==> src/logic/ice_pkg.sv <==
// constants, encodings and widths shared by the cycle cost estimator
`default_nettype none

package ice_pkg;

  // datapath widths
  localparam int COST_W = 16;
  localparam int CNT_W  = 2;
  localparam int BUS_W  = 4;

  // addressing mode of a scaled-indexed base, or of a plain operand
  typedef enum logic [3:0] {
    MODE_IMMEDIATE  = 4'h0,
    MODE_ABSOLUTE   = 4'h1,
    MODE_EXTERNAL   = 4'h2,
    MODE_MEM_REL    = 4'h3,
    MODE_REGISTER   = 4'h4,
    MODE_REG_REL    = 4'h5,
    MODE_MEM_SPACE  = 4'h6,
    MODE_STACK_TOP  = 4'h7
  } ice_mode_type;

  // index scale of a scaled-indexed operand
  typedef enum logic [1:0] {
    SCALE_BYTE  = 2'h0,
    SCALE_WORD  = 2'h1,
    SCALE_DWORD = 2'h2,
    SCALE_QUAD  = 2'h3
  } ice_scale_type;

  // where an operand lives
  typedef enum logic [1:0] {
    LOC_REG = 2'h0,
    LOC_IMM = 2'h1,
    LOC_MEM = 2'h2
  } ice_loc_type;

  // operation length
  typedef enum logic [1:0] {
    LEN_BYTE  = 2'h0,
    LEN_WORD  = 2'h1,
    LEN_DWORD = 2'h2
  } ice_len_type;

  // form of an internal-overhead table entry
  typedef enum logic [1:0] {
    OVH_PLAIN = 2'h0,
    OVH_RANGE = 2'h1,
    OVH_FLUSH = 2'h2
  } ice_ovh_type;

  // scaled-indexed base overrides and index costs
  localparam logic [COST_W-1:0] BASE_REGISTER  = 16'h0005;
  localparam logic [COST_W-1:0] BASE_STACK_TOP = 16'h0004;
  localparam logic [COST_W-1:0] IDX_BYTE      = 16'h0005;
  localparam logic [COST_W-1:0] IDX_WORD      = 16'h0007;
  localparam logic [COST_W-1:0] IDX_DWORD     = 16'h0008;
  localparam logic [COST_W-1:0] IDX_QUAD      = 16'h000a;

  // operand transfer costs
  localparam logic [COST_W-1:0] BYTE_MEM_COST = 16'h0003;
  localparam logic [COST_W-1:0] TOP_PER_BUS   = 16'h0004;
  localparam logic [COST_W-1:0] TOP_ADJUST    = 16'h0001;

  // length and float size factors
  localparam logic [COST_W-1:0] LFACT_BYTE    = 16'h0001;
  localparam logic [COST_W-1:0] LFACT_WORD    = 16'h0002;
  localparam logic [COST_W-1:0] LFACT_DWORD   = 16'h0004;
  localparam logic [COST_W-1:0] FSIZE_STD     = 16'h0001;
  localparam logic [COST_W-1:0] FSIZE_LONG    = 16'h0002;

  // coprocessor transfer and hand-off costs
  localparam logic [COST_W-1:0] INT_XFER_SHORT = 16'h0002;
  localparam logic [COST_W-1:0] INT_XFER_LONG  = 16'h0004;
  localparam logic [COST_W-1:0] FLT_PER_WORD  = 16'h0004;
  localparam logic [COST_W-1:0] FPU_HANDOFF   = 16'h0003;

  // queue flush refetch adders
  localparam logic [COST_W-1:0] FLUSH_ONE     = 16'h0006;
  localparam logic [COST_W-1:0] FLUSH_MULTI   = 16'h0005;

endpackage : ice_pkg

`default_nettype wire

==> src/logic/ice_cost_top.sv <==
// instruction execution cycle cost estimator, top level
// How it works
// - scaled base uses base mode cost
// - register base forces five cycles
// - stack-top base forces four cycles
// - index cost 5/7/8/10 added to base
// - byte transfer zero or three
// - word transfer four times bus minus one
// - dword transfer four times bus minus one
// - sized transfer picks by length
// - length factor 1, 2, 4
// - float size factor 1 or 2
// - integer transfer 2 or 4 cycles
// - flag set adds address cost
// - flag clear adds no address cost
// - length entry times bytes
// - range entry gives min and max
// - flush entry: flush point, total
// - flush adds next fetch cycles
// - single fetch: point plus six plus fetch
// - multi fetch: point plus five plus fetch
// - immediate uses register overhead by default
// - total sums all contributions
// - float adds max of parallel, coprocessor+3
`timescale 1ns/1ps
`default_nettype none

module ice_cost_top
(
  input  wire logic                          mclk,
  input  wire logic                          resetn,
  input  wire logic                          in_valid,
  input  wire logic                          op1_addr_calc,
  input  wire logic                          op1_is_scaled,
  input  wire ice_pkg::ice_mode_type         op1_base_mode,
  input  wire logic [ice_pkg::COST_W-1:0]    op1_plain_cost,
  input  wire ice_pkg::ice_scale_type        op1_scale,
  input  wire ice_pkg::ice_loc_type          op1_loc,
  input  wire logic [ice_pkg::BUS_W-1:0]     op1_bus_cycles,
  input  wire logic [ice_pkg::CNT_W-1:0]     op1_xfer_cnt,
  input  wire logic                          op2_addr_calc,
  input  wire logic                          op2_is_scaled,
  input  wire ice_pkg::ice_mode_type         op2_base_mode,
  input  wire logic [ice_pkg::COST_W-1:0]    op2_plain_cost,
  input  wire ice_pkg::ice_scale_type        op2_scale,
  input  wire ice_pkg::ice_loc_type          op2_loc,
  input  wire logic [ice_pkg::BUS_W-1:0]     op2_bus_cycles,
  input  wire logic [ice_pkg::CNT_W-1:0]     op2_xfer_cnt,
  input  wire logic [ice_pkg::CNT_W-1:0]     fix_byte_cnt,
  input  wire logic [ice_pkg::CNT_W-1:0]     fix_word_cnt,
  input  wire logic [ice_pkg::CNT_W-1:0]     fix_dword_cnt,
  input  wire logic [ice_pkg::BUS_W-1:0]     fix_bus_cycles,
  input  wire ice_pkg::ice_len_type          op_len,
  input  wire logic [ice_pkg::CNT_W-1:0]     len_units,
  input  wire ice_pkg::ice_ovh_type          ovh_fmt,
  input  wire logic [ice_pkg::COST_W-1:0]    ovh_n1,
  input  wire logic [ice_pkg::COST_W-1:0]    ovh_n2,
  input  wire logic [ice_pkg::COST_W-1:0]    ovh_reg_n1,
  input  wire logic [ice_pkg::COST_W-1:0]    ovh_reg_n2,
  input  wire logic                          imm_own_ovh,
  input  wire logic [ice_pkg::COST_W-1:0]    fetch_cycles,
  input  wire logic                          fetch_multi,
  input  wire logic                          is_float,
  input  wire logic                          float_long,
  input  wire logic [ice_pkg::CNT_W-1:0]     float_xfer_cnt,
  input  wire logic                          float_both_dirs,
  input  wire logic [ice_pkg::CNT_W-1:0]     int_xfer_cnt,
  input  wire ice_pkg::ice_len_type          int_len,
  input  wire logic [ice_pkg::COST_W-1:0]    parallel_cpu_cycles,
  input  wire logic [ice_pkg::COST_W-1:0]    coprocessor_exec_cycles,
  output logic      [ice_pkg::COST_W-1:0]    total_exec_min_r,
  output logic      [ice_pkg::COST_W-1:0]    total_exec_max_r,
  output logic      [ice_pkg::COST_W-1:0]    flush_point_r,
  output logic                               result_valid_r
);

  localparam int CW = ice_pkg::COST_W;

  logic          rst_meta_r;
  logic          rst_n_r;
  logic [CW-1:0] first_operand_address_cost;
  logic [CW-1:0] second_operand_address_cost;
  logic [CW-1:0] op1_base_cost;
  logic [CW-1:0] op2_base_cost;
  logic [CW-1:0] op1_idx_cost;
  logic [CW-1:0] op2_idx_cost;
  logic [CW-1:0] op1_byte;
  logic [CW-1:0] op1_word;
  logic [CW-1:0] op1_dword;
  logic [CW-1:0] op1_sized;
  logic [CW-1:0] op2_byte;
  logic [CW-1:0] op2_word;
  logic [CW-1:0] op2_dword;
  logic [CW-1:0] op2_sized;
  logic [CW-1:0] fix_byte;
  logic [CW-1:0] fix_word;
  logic [CW-1:0] fix_dword;
  logic [CW-1:0] len_factor;
  logic [CW-1:0] float_size_factor;
  logic [CW-1:0] integer_transfer_cost;
  logic [CW-1:0] float_transfer_cost;
  logic [CW-1:0] xfer_sum;
  logic [CW-1:0] len_cost;
  logic [CW-1:0] sel_n1;
  logic [CW-1:0] sel_n2;
  logic [CW-1:0] ovh_min;
  logic [CW-1:0] ovh_max;
  logic [CW-1:0] fpu_wait;
  logic [CW-1:0] fp_cost;
  logic [CW-1:0] sum_min_nxt;
  logic [CW-1:0] sum_max_nxt;
  logic          use_reg_ovh;

  // small count times a cost, truncated to the datapath width
  function automatic logic [CW-1:0] times(input logic [ice_pkg::CNT_W-1:0] n, input logic [CW-1:0] c);
    times = c * {{(CW-ice_pkg::CNT_W){1'b0}}, n};
  endfunction

  // reset release through two flops; assertion stays asynchronous
  always_ff @(posedge mclk or negedge resetn)
  begin
    if (!resetn)
    begin
      rst_meta_r <= 1'b0;
      rst_n_r    <= 1'b0;
    end
    else
    begin
      rst_meta_r <= 1'b1;
      rst_n_r    <= rst_meta_r;
    end
  end

  // address cost of each operand
  ice_ea_cost u_ea1 (
    .addr_calc              (op1_addr_calc),
    .is_scaled              (op1_is_scaled),
    .base_mode              (op1_base_mode),
    .plain_cost             (op1_plain_cost),
    .scale                  (op1_scale),
    .base_mode_cost         (op1_base_cost),
    .index_scale_cost       (op1_idx_cost),
    .effective_address_cost (first_operand_address_cost)
  );

  ice_ea_cost u_ea2 (
    .addr_calc              (op2_addr_calc),
    .is_scaled              (op2_is_scaled),
    .base_mode              (op2_base_mode),
    .plain_cost             (op2_plain_cost),
    .scale                  (op2_scale),
    .base_mode_cost         (op2_base_cost),
    .index_scale_cost       (op2_idx_cost),
    .effective_address_cost (second_operand_address_cost)
  );

  // transfer costs: one per operand, one for fixed-size columns
  ice_xfer_cost u_xf1 (
    .loc                 (op1_loc),
    .op_len              (op_len),
    .bus_cycle_count     (op1_bus_cycles),
    .byte_transfer_cost  (op1_byte),
    .word_transfer_cost  (op1_word),
    .dword_transfer_cost (op1_dword),
    .sized_transfer_cost (op1_sized)
  );

  ice_xfer_cost u_xf2 (
    .loc                 (op2_loc),
    .op_len              (op_len),
    .bus_cycle_count     (op2_bus_cycles),
    .byte_transfer_cost  (op2_byte),
    .word_transfer_cost  (op2_word),
    .dword_transfer_cost (op2_dword),
    .sized_transfer_cost (op2_sized)
  );

  // fixed-size columns always address memory
  ice_xfer_cost u_xfx (
    .loc                 (ice_pkg::LOC_MEM),
    .op_len              (ice_pkg::LEN_DWORD),
    .bus_cycle_count     (fix_bus_cycles),
    .byte_transfer_cost  (fix_byte),
    .word_transfer_cost  (fix_word),
    .dword_transfer_cost (fix_dword),
    .sized_transfer_cost ()
  );

  always_comb
  begin
    case (op_len)
      ice_pkg::LEN_BYTE: len_factor = ice_pkg::LFACT_BYTE;
      ice_pkg::LEN_WORD: len_factor = ice_pkg::LFACT_WORD;
      default:           len_factor = ice_pkg::LFACT_DWORD;
    endcase
  end

  assign len_cost = times(len_units, len_factor);

  assign float_size_factor = float_long ? ice_pkg::FSIZE_LONG : ice_pkg::FSIZE_STD;

  // per-word cost, doubled for long when both directions count
  assign float_transfer_cost = float_both_dirs ? ice_pkg::FLT_PER_WORD * float_size_factor
                                               : ice_pkg::FLT_PER_WORD;

  assign integer_transfer_cost = (int_len == ice_pkg::LEN_DWORD) ? ice_pkg::INT_XFER_LONG
                                                                 : ice_pkg::INT_XFER_SHORT;

  // all transfers; unused unit bits of op1/op2 byte forms are for checks only
  assign xfer_sum = times(op1_xfer_cnt, op1_sized) + times(op2_xfer_cnt, op2_sized)
                  + times(fix_byte_cnt, fix_byte) + times(fix_word_cnt, fix_word)
                  + times(fix_dword_cnt, fix_dword) + times(float_xfer_cnt, float_transfer_cost)
                  + times(int_xfer_cnt, integer_transfer_cost);

  // immediate borrows the register entry unless it has its own
  assign use_reg_ovh = !imm_own_ovh && (op1_loc == ice_pkg::LOC_IMM || op2_loc == ice_pkg::LOC_IMM);
  assign sel_n1 = use_reg_ovh ? ovh_reg_n1 : ovh_n1;
  assign sel_n2 = use_reg_ovh ? ovh_reg_n2 : ovh_n2;

  // overhead bounds by entry form
  always_comb
  begin
    case (ovh_fmt)
      ice_pkg::OVH_RANGE:
      begin
        ovh_min = sel_n1;
        ovh_max = sel_n2;
      end
      ice_pkg::OVH_FLUSH:
      begin
        ovh_min = sel_n1 + (fetch_multi ? ice_pkg::FLUSH_MULTI : ice_pkg::FLUSH_ONE) + fetch_cycles;
        ovh_max = ovh_min;
      end
      default:
      begin
        ovh_min = sel_n1;
        ovh_max = sel_n1;
      end
    endcase
  end

  // larger of parallel work and coprocessor plus hand-off
  assign fpu_wait = coprocessor_exec_cycles + ice_pkg::FPU_HANDOFF;
  assign fp_cost  = !is_float ? '0 : (parallel_cpu_cycles > fpu_wait) ? parallel_cpu_cycles : fpu_wait;

  // sum of contributions; wraps silently past the width
  assign sum_min_nxt = first_operand_address_cost + second_operand_address_cost + xfer_sum
                     + len_cost + ovh_min + fp_cost;
  assign sum_max_nxt = first_operand_address_cost + second_operand_address_cost + xfer_sum
                     + len_cost + ovh_max + fp_cost;

  // result register, one clock after acceptance
  always_ff @(posedge mclk or negedge rst_n_r)
  begin
    if (!rst_n_r)
    begin
      total_exec_min_r <= '0;
      total_exec_max_r <= '0;
      flush_point_r    <= '0;
      result_valid_r   <= 1'b0;
    end
    else
    begin
      result_valid_r <= in_valid;
      if (in_valid)
      begin
        total_exec_min_r <= sum_min_nxt;
        total_exec_max_r <= sum_max_nxt;
        flush_point_r    <= (ovh_fmt == ice_pkg::OVH_FLUSH) ? sel_n1 : '0;
      end
    end
  end
endmodule // ice_cost_top

`default_nettype wire

==> src/logic/ice_ea_cost.sv <==
// effective-address cost of one operand, scaled-indexed included
`timescale 1ns/1ps
`default_nettype none

module ice_ea_cost
(
  input  wire logic                          addr_calc,
  input  wire logic                          is_scaled,
  input  wire ice_pkg::ice_mode_type         base_mode,
  input  wire logic [ice_pkg::COST_W-1:0]    plain_cost,
  input  wire ice_pkg::ice_scale_type        scale,
  output logic      [ice_pkg::COST_W-1:0]    base_mode_cost,
  output logic      [ice_pkg::COST_W-1:0]    index_scale_cost,
  output logic      [ice_pkg::COST_W-1:0]    effective_address_cost
);

  logic [ice_pkg::COST_W-1:0] raw_cost;

  // base part; plain_cost is the mode's own table cost
  always_comb
  begin
    if (base_mode == ice_pkg::MODE_REGISTER)
      base_mode_cost = ice_pkg::BASE_REGISTER;
    else if (base_mode == ice_pkg::MODE_STACK_TOP)
      base_mode_cost = ice_pkg::BASE_STACK_TOP;
    else
      base_mode_cost = plain_cost;
  end

  always_comb
  begin
    case (scale)
      ice_pkg::SCALE_BYTE:  index_scale_cost = ice_pkg::IDX_BYTE;
      ice_pkg::SCALE_WORD:  index_scale_cost = ice_pkg::IDX_WORD;
      ice_pkg::SCALE_DWORD: index_scale_cost = ice_pkg::IDX_DWORD;
      default:              index_scale_cost = ice_pkg::IDX_QUAD;
    endcase
  end

  assign raw_cost = is_scaled ? base_mode_cost + index_scale_cost : plain_cost;

  assign effective_address_cost = addr_calc ? raw_cost : '0;

endmodule // ice_ea_cost

`default_nettype wire

==> src/logic/ice_xfer_cost.sv <==
// memory operand transfer costs for one operand
`timescale 1ns/1ps
`default_nettype none

module ice_xfer_cost
(
  input  wire ice_pkg::ice_loc_type          loc,
  input  wire ice_pkg::ice_len_type          op_len,
  input  wire logic [ice_pkg::BUS_W-1:0]     bus_cycle_count,
  output logic      [ice_pkg::COST_W-1:0]    byte_transfer_cost,
  output logic      [ice_pkg::COST_W-1:0]    word_transfer_cost,
  output logic      [ice_pkg::COST_W-1:0]    dword_transfer_cost,
  output logic      [ice_pkg::COST_W-1:0]    sized_transfer_cost
);

  logic in_mem;

  // bus-cycle driven cost, shared by word and double-word
  function automatic logic [ice_pkg::COST_W-1:0] bus_cost(input logic [ice_pkg::BUS_W-1:0] n);
    logic [ice_pkg::COST_W-1:0] wide;
    wide = {{(ice_pkg::COST_W-ice_pkg::BUS_W){1'b0}}, n};
    bus_cost = ice_pkg::TOP_PER_BUS * wide - ice_pkg::TOP_ADJUST;
  endfunction

  // register and immediate operands move nothing on the bus
  assign in_mem = (loc == ice_pkg::LOC_MEM);

  assign byte_transfer_cost  = in_mem ? ice_pkg::BYTE_MEM_COST : '0;
  assign word_transfer_cost  = in_mem ? bus_cost(bus_cycle_count) : '0;
  assign dword_transfer_cost = in_mem ? bus_cost(bus_cycle_count) : '0;

  always_comb
  begin
    if (!in_mem)
      sized_transfer_cost = '0;
    else if (op_len == ice_pkg::LEN_BYTE)
      sized_transfer_cost = byte_transfer_cost;
    else if (op_len == ice_pkg::LEN_WORD)
      sized_transfer_cost = word_transfer_cost;
    else
      sized_transfer_cost = dword_transfer_cost;
  end

endmodule // ice_xfer_cost

`default_nettype wire

==> config.mk <==
export PLATFORM = sky130hd
export DESIGN_NAME = ice_cost_top
export DESIGN_NICKNAME = d
export VERILOG_FILES = /design/src/logic/ice_pkg.sv /design/src/logic/ice_cost_top.sv /design/src/logic/ice_ea_cost.sv /design/src/logic/ice_xfer_cost.sv
export SDC_FILE = /design/constraint.sdc
export NUM_CORES = 1
export LEC_CHECK = 0
export BUFFER_PORTS_ARGS = -buffer_cell sky130_fd_sc_hd__buf_4
export CAP_MARGIN = 20
export CORE_MARGIN = 4
export CORE_UTILIZATION = 50
export DETAILED_ROUTE_END_ITERATION = 10
export PLACE_DENSITY = 0.77
export SKIP_LAST_GASP = 1
export SLEW_MARGIN = 20
export SYNTH_ARGS = -nofsm -noshare
export SYNTH_HDL_FRONTEND = slang
export SYNTH_SLANG_ARGS = --single-unit
==> constraint.sdc <==
create_clock -name mclk -period 2.4 [get_ports mclk]
set_input_delay 0.48 -clock mclk [delete_from_list [all_inputs] [get_ports mclk]]
set_output_delay 0.48 -clock mclk [all_outputs]
set_load 0.01 [all_outputs]
Word level (Yosys, flattened, before mapping) --
Index checks and enable logic that the tools add are counted.
Word-level totals: register bits after elaboration 51, input bits 206, output and inout bits 49, logic and storage cells 84
Cells by class: add/sub/neg operators 21, multiply operators 8, magnitude comparators 1, eq/ne operators 16, mux-type cells 26, reduce and logical (&&, ||, !) cells 6
Operators with widths (count):
- $mux 16 | 18
- $add 16x16->16 | 11
- $mul 16x2->16 | 5
- $add 16x4->16 | 3
- $pmux 16 s2 | 1
- $pmux 4 s3 | 2
- $sub 6x1->7 const B | 3
- $add 16x2->16 const B | 1
- $add 16x3->16 | 1
- $add 16x5->16 | 1
- $add 16x6->16 | 1
- $eq 4x3->1 const B | 4
- $gt 16x16->1 | 1
- $eq 2x1->1 const B | 6
- $eq 2x2->1 const B | 6
- $logic_not 2->1 | 3
- $mul 4x2->6 | 1
- $pmux 3 s2 | 1
- $mul 3x2->5 | 1
- $mul 2x2->4 const A | 1
- $mux 2 | 2
- $mux 4 | 1
- $mux 3 | 1
- $logic_and 1x1->1 | 1
- 2 further kinds | 2

Depth between registers and ports, before layout --
depth in word-level cells 14, gate-level depth with buffers 43, gate-level depth less buffers 43

Modules after synthesis --
Synthesis repeated with hierarchy kept, for this count alone.
Second synthesis, totals: cell total of the unflattened synthesis 1930, area total of the unflattened synthesis 16062.9 µm²
Modules (own cells, without submodules):
- ice_cost_top | times used 1, cells an instance 1388, area an instance 12446.9 µm²
- ice_ea_cost | times used 2, cells an instance 157, area an instance 1004.7 µm²
- ice_xfer_cost | times used 3, cells an instance 76, area an instance 535.5 µm²

Least setup slack after synthesis --
No wires, ideal clock.
path type input -> register, start point input op1_base_mode[2], end point register total_exec_max_r[15] (netlist name), library setup time 0.123 ns, arrival time 8.417 ns, required time 2.277 ns, path slack -6.140 ns, stages on the path 40, cell sequence nor2b_1 > nand2_1 > clkbuf_1 > and2_1 > fa_1 > a21o_1 > a21o_1 > o21ai_0 > a22oi_1 > nor2b_1 > ha_1 > fa_1 > inv_1 > fa_1 > inv_1 > fa_1 > inv_1 > fa_1 > [4 not listed] > a21oi_1 > o21ai_0 > a21oi_1 > o21ai_0 > a21oi_1 > nand2b_1 > fa_1 > inv_1 > ha_1 > nand3_1 > a211o_1 > and4_1 > o31ai_1 > a21oi_1 > xnor2_4 > xnor2_1 > xnor2_1 > a21oi_1
Between the ends: longest elaborated chain between the ends 11, elaborated cells between the ends (all ways) 12, those cells by class 6 x add/sub; 2 x eq/ne; 4 x mux
Ends and longest elaborated chain:
- start: declaration | line ice_cost_top.sv:35 | input wire ice_pkg::ice_mode_type op1_base_mode,
- $eq 4x3->1 | line ice_ea_cost.sv:24 | else if (base_mode == ice_pkg::MODE_STACK_TOP)
- $mux 16 | line ice_ea_cost.sv:24
- $mux 16 * | line ice_ea_cost.sv:22 | if (base_mode == ice_pkg::MODE_REGISTER)
- $add 16x4->16 * | line ice_ea_cost.sv:40 | assign raw_cost = is_scaled ? base_mode_cost + index_scale_cost : plain_cost;
- $mux 16 * | line ice_ea_cost.sv:40
- $mux 16 * | line ice_ea_cost.sv:42 | assign effective_address_cost = addr_calc ? raw_cost : '0;
- $add 16x16->16 * (2 in a row) | line ice_cost_top.sv:249 | assign sum_max_nxt = first_operand_address_cost + second_operand_address_cost + xfer_sum
- $add 16x16->16 * (3 in a row) | line ice_cost_top.sv:250 | + len_cost + ovh_max + fp_cost;
- end signal: assignment | line ice_cost_top.sv:268 | total_exec_max_r <= sum_max_nxt;
- end: declaration | line ice_cost_top.sv:72 | output logic [ice_pkg::COST_W-1:0] total_exec_max_r,
Every way passes the cells marked *; elsewhere a longest branch is shown, timed or not. A chain may end at the register's enable or synchronous reset.

Worst setup path after layout --
start point input op2_base_mode[3], end point register total_exec_max_r[15] (netlist name)
Between the ends: longest elaborated chain between the ends 11, elaborated cells between the ends (all ways) 12, those cells by class 6 x add/sub; 2 x eq/ne; 4 x mux
Ends and longest elaborated chain:
- start: declaration | line ice_cost_top.sv:43 | input wire ice_pkg::ice_mode_type op2_base_mode,
- $eq 4x3->1 | line ice_ea_cost.sv:24
- $mux 16 | line ice_ea_cost.sv:24
- $mux 16 * | line ice_ea_cost.sv:22
- $add 16x4->16 * | line ice_ea_cost.sv:40
- $mux 16 * | line ice_ea_cost.sv:40
- $mux 16 * | line ice_ea_cost.sv:42
- $add 16x16->16 * (2 in a row) | line ice_cost_top.sv:249
- $add 16x16->16 * (3 in a row) | line ice_cost_top.sv:250
Marks and branches as above.

==> results.md <==
* Area Overhead vs Synth at 54.2%
* Hold crit path type: reg -> async
* PortBufs at 254
* Initial antenna violation count at 0
* Crit path DAT at 8590 ps
* Fin area at 18600 um^2
* CTS Root Cell: clkbuf_16
* Critical path's most frequent cell: fa_1
* Final hold viol count at 0
* Synth Flop Type: dfrtp_1
* YS warnings at 0
* Failing checks: setup timing
* Initial core utilization at 0.512
* Antenna cells at 0
* CTS HTree Levels at 2
* Fin nets at 2524
* Fmax at 0.119 GHz
* Crit Path Max Fanout at 4
* Hold slack at 305 ps
* Slew Viols, Final at 0
* Synth area leader: fa_1
* Async set-reset flop share out of synthesis at 1.00
* DR vias at 13224
* Top cells by area, synth: fa_1 (23%), ha_1 (16%), dfrtp_1 (11%), inv_1 (8.7%), mux2_2 (4.2%)
* DR WL/cell at 20.3 um
* Post-Route WL at 47.6 mm
* Sequential-to-total area share from yosys stat at 0.106
* Die area at 26700 um^2
* Max Clock Skew at 12.2 ps
* Least-Margin Pin Slew at 1070 ps
* Min Tclk post-route at 8410 ps
* Seq cells post-synth at 51
* I/O pin cnt at 255
* Worst-path clk slew at 80 ps
* TritonRoute pass-1 iters at 8
* Detailed Route Iter0 Violations at 1020
* Post-synth EDFFs at 0
* CP Launch Type: primary input
* Placed cell areas at 17000 um^2
* Yosys top cell area share at 0.229
* Max Buffers Root-to-Sink at 2
* CP Class: in -> reg
* Overflow after GRT at 0
* Crit-path max cell delay at 520 ps
* First-pass GRT wire length at 67.1 mm
* Total CTS buffers at 5
* Crit. End Element: register
* Slowest cell on crit path: fa_1
* Share of layout cells above drive strength 1 at 0.435
* Final period util at 3.51
* CTS Sinks at 51
* Worst EP required at 2570 ps
* ANT nets after route at 0
* Via density at 5.63
* CTS tree: done
* Synth Instances at 1419
* Rows at 56
* Mapped Nets at 1915
* Synthesized cell area at 12100 um^2
* Yosys cell types at 73
* Residual DRC count at 0
* Slew margin rel. at 0.279
* Outcome: complete, but fails checks
* Final worst setup slack at -6010 ps
* RSZ-0062 raised after global routing: yes
* Vias in the first global route at 13574
* Clock latency on the worst-skew pair at 310 ps
* Die X at 163 um
* Final setup viols at 32
* DP HPWL at 32.1 mm
* Reg2Reg Depth at 1
* Largest net degree at the start of global routing at 36
* Syn_area_per_cell at 8.51 um^2
* Die Span Y at 163 um
* Gr usage total at 0.313
* Core Footprint at 23600 um^2
* MaxCap Viol Count at 0
* Placer Congestion at 0.960
==> layout make-up <==
type                       instances  area, um^2
inverter                         281        1050
tap                              319         399
clock buffer                       5         125
multi-input combinational       1048       10800
clock inverter                     3        67.6
timing repair buffer             641        4940
sequential                        51        1280
fill                            1391        4980
==> critical path, delay by kind of cell <==
kind,cells,cell delay (ps)
compound gates,14,2160
simple gates,10,1160
buf+inv,6,350
fa+ha+maj,10,3810
xor+xnor,3,620
==> cell usage after synthesis (5+ instances only) <==
library cell / n
xor2_1: 21
nand4_1: 8
nand2_1: 115
a22oi_1: 5
o2bb2ai_1: 16
a221oi_1: 9
a21boi_0: 5
nor2_1: 72
o21ai_1: 15
inv_1: 280
fa_1: 138
xnor2_1: 57
dfrtp_1: 51
o211ai_1: 13
o21a_1: 15
and4_1: 7
nor4_1: 8
mux2_2: 45
and2_1: 18
nand2b_1: 15
a21oi_1: 69
nor2b_1: 37
nor3_1: 18
a21o_1: 20
ha_1: 152
clkbuf_1: 33
o31ai_1: 5
nand3_1: 23
o21ai_0: 44
a211oi_1: 6
mux2i_1: 23
and3_1: 6
==> stage by stage <==
stage | cells | setup WS, ps | setup TNS (ps) | utilization
floorplan | 1419 | -5560 | -130820 | -
global placement | 2273 | -5980 | -149780 | 0.719
detailed placement | 2273 | -6250 | -155080 | 0.719
CTS | 2333 | -5550 | -138940 | 0.770
global route | 2348 | -6230 | -153060 | 0.789
finish | 2348 | -6010 | -147870 | 0.789
==> registers in the layout (all words and copies together), names as in the netlist <==
signal,count
total_exec_min_r,16
result_valid_r,1
rst_meta_r,1
flush_point_r,16
total_exec_max_r,16
rst_n_r,1
==> worst paths after layout <==
check                                      start                    to  slack (ps)
max in group asynchronous                rst_n_r      flush_point_r[4]        1310
min in group mclk                     rst_meta_r               rst_n_r         360
worst min-delay path                     rst_n_r        result_valid_r         310
worst max register to register           rst_n_r      flush_point_r[4]        1310
worst min register to register           rst_n_r        result_valid_r         310
worst max-delay path            op2_base_mode[3]  total_exec_max_r[15]       -6010
==> placed cells by master (no fill, tap or decap), types with 14 or more instances in the layout <==
master / synthesis / layout
inv_2: 1 / 23
o21ai_0: 44 / 28
buf_4: 1 / 609
o2bb2ai_1: 16 / 16
nor2b_1: 37 / 32
buf_6: 1 / 29
nor2_1: 72 / 65
inv_1: 280 / 258
a21oi_1: 69 / 41
ha_4: 0 / 30
a21o_1: 20 / 20
nor3_1: 18 / 14
mux2i_1: 23 / 23
fa_1: 138 / 132
nand3_1: 23 / 20
xor2_1: 21 / 19
xnor2_1: 57 / 41
ha_1: 152 / 119
dfrtp_1: 51 / 50
o21a_1: 15 / 15
and2_1: 18 / 15
nand2_1: 115 / 111
o21ai_1: 15 / 21
a21oi_2: 0 / 17
mux2_2: 45 / 39
==> cell families (layout without fill, tap and decap cells) <==
family / Yosys count / after routing / share of synthesized area
AO/OA/AOI/OAI: 253 / 253 / 0.136
XOR/XNOR: 81 / 81 / 0.0627
adder cells (fa/ha/maj): 290 / 290 / 0.386
buffers and inverters: 320 / 930 / 0.101
flip-flops: 51 / 51 / 0.106
multiplexers: 69 / 69 / 0.0621
other: 1 / 1 / 0.000310
AND/OR/NAND/NOR: 354 / 354 / 0.146
==> routing by layer <==
layer | global-route usage | share of wire | wire length [um] | up-vias
met5 | 0 | 0 | 0 | -
met4 | 0.144 | 0.069 | 3270 | 0
met3 | 0.0515 | 0.096 | 4580 | 255
met2 | 0.556 | 0.48 | 22900 | 798
met1 | 0.371 | 0.35 | 16800 | 6278
li1 | - | - | - | 5893
==> what timing repair did <==
item | 4_1_cts | 5_1_grt
pin swaps | 135 | 66
resized for setup | 126 | 58
setup endpoints to repair | 32 | 32
hold buffers | 1 | 0
buffers inserted | 55 | 20
hold endpoints to repair | 2 | 0
Power is left out: the tool's default activity adds up to more than one toggle a clock period on the data nets, which glitch-free logic cannot reach.
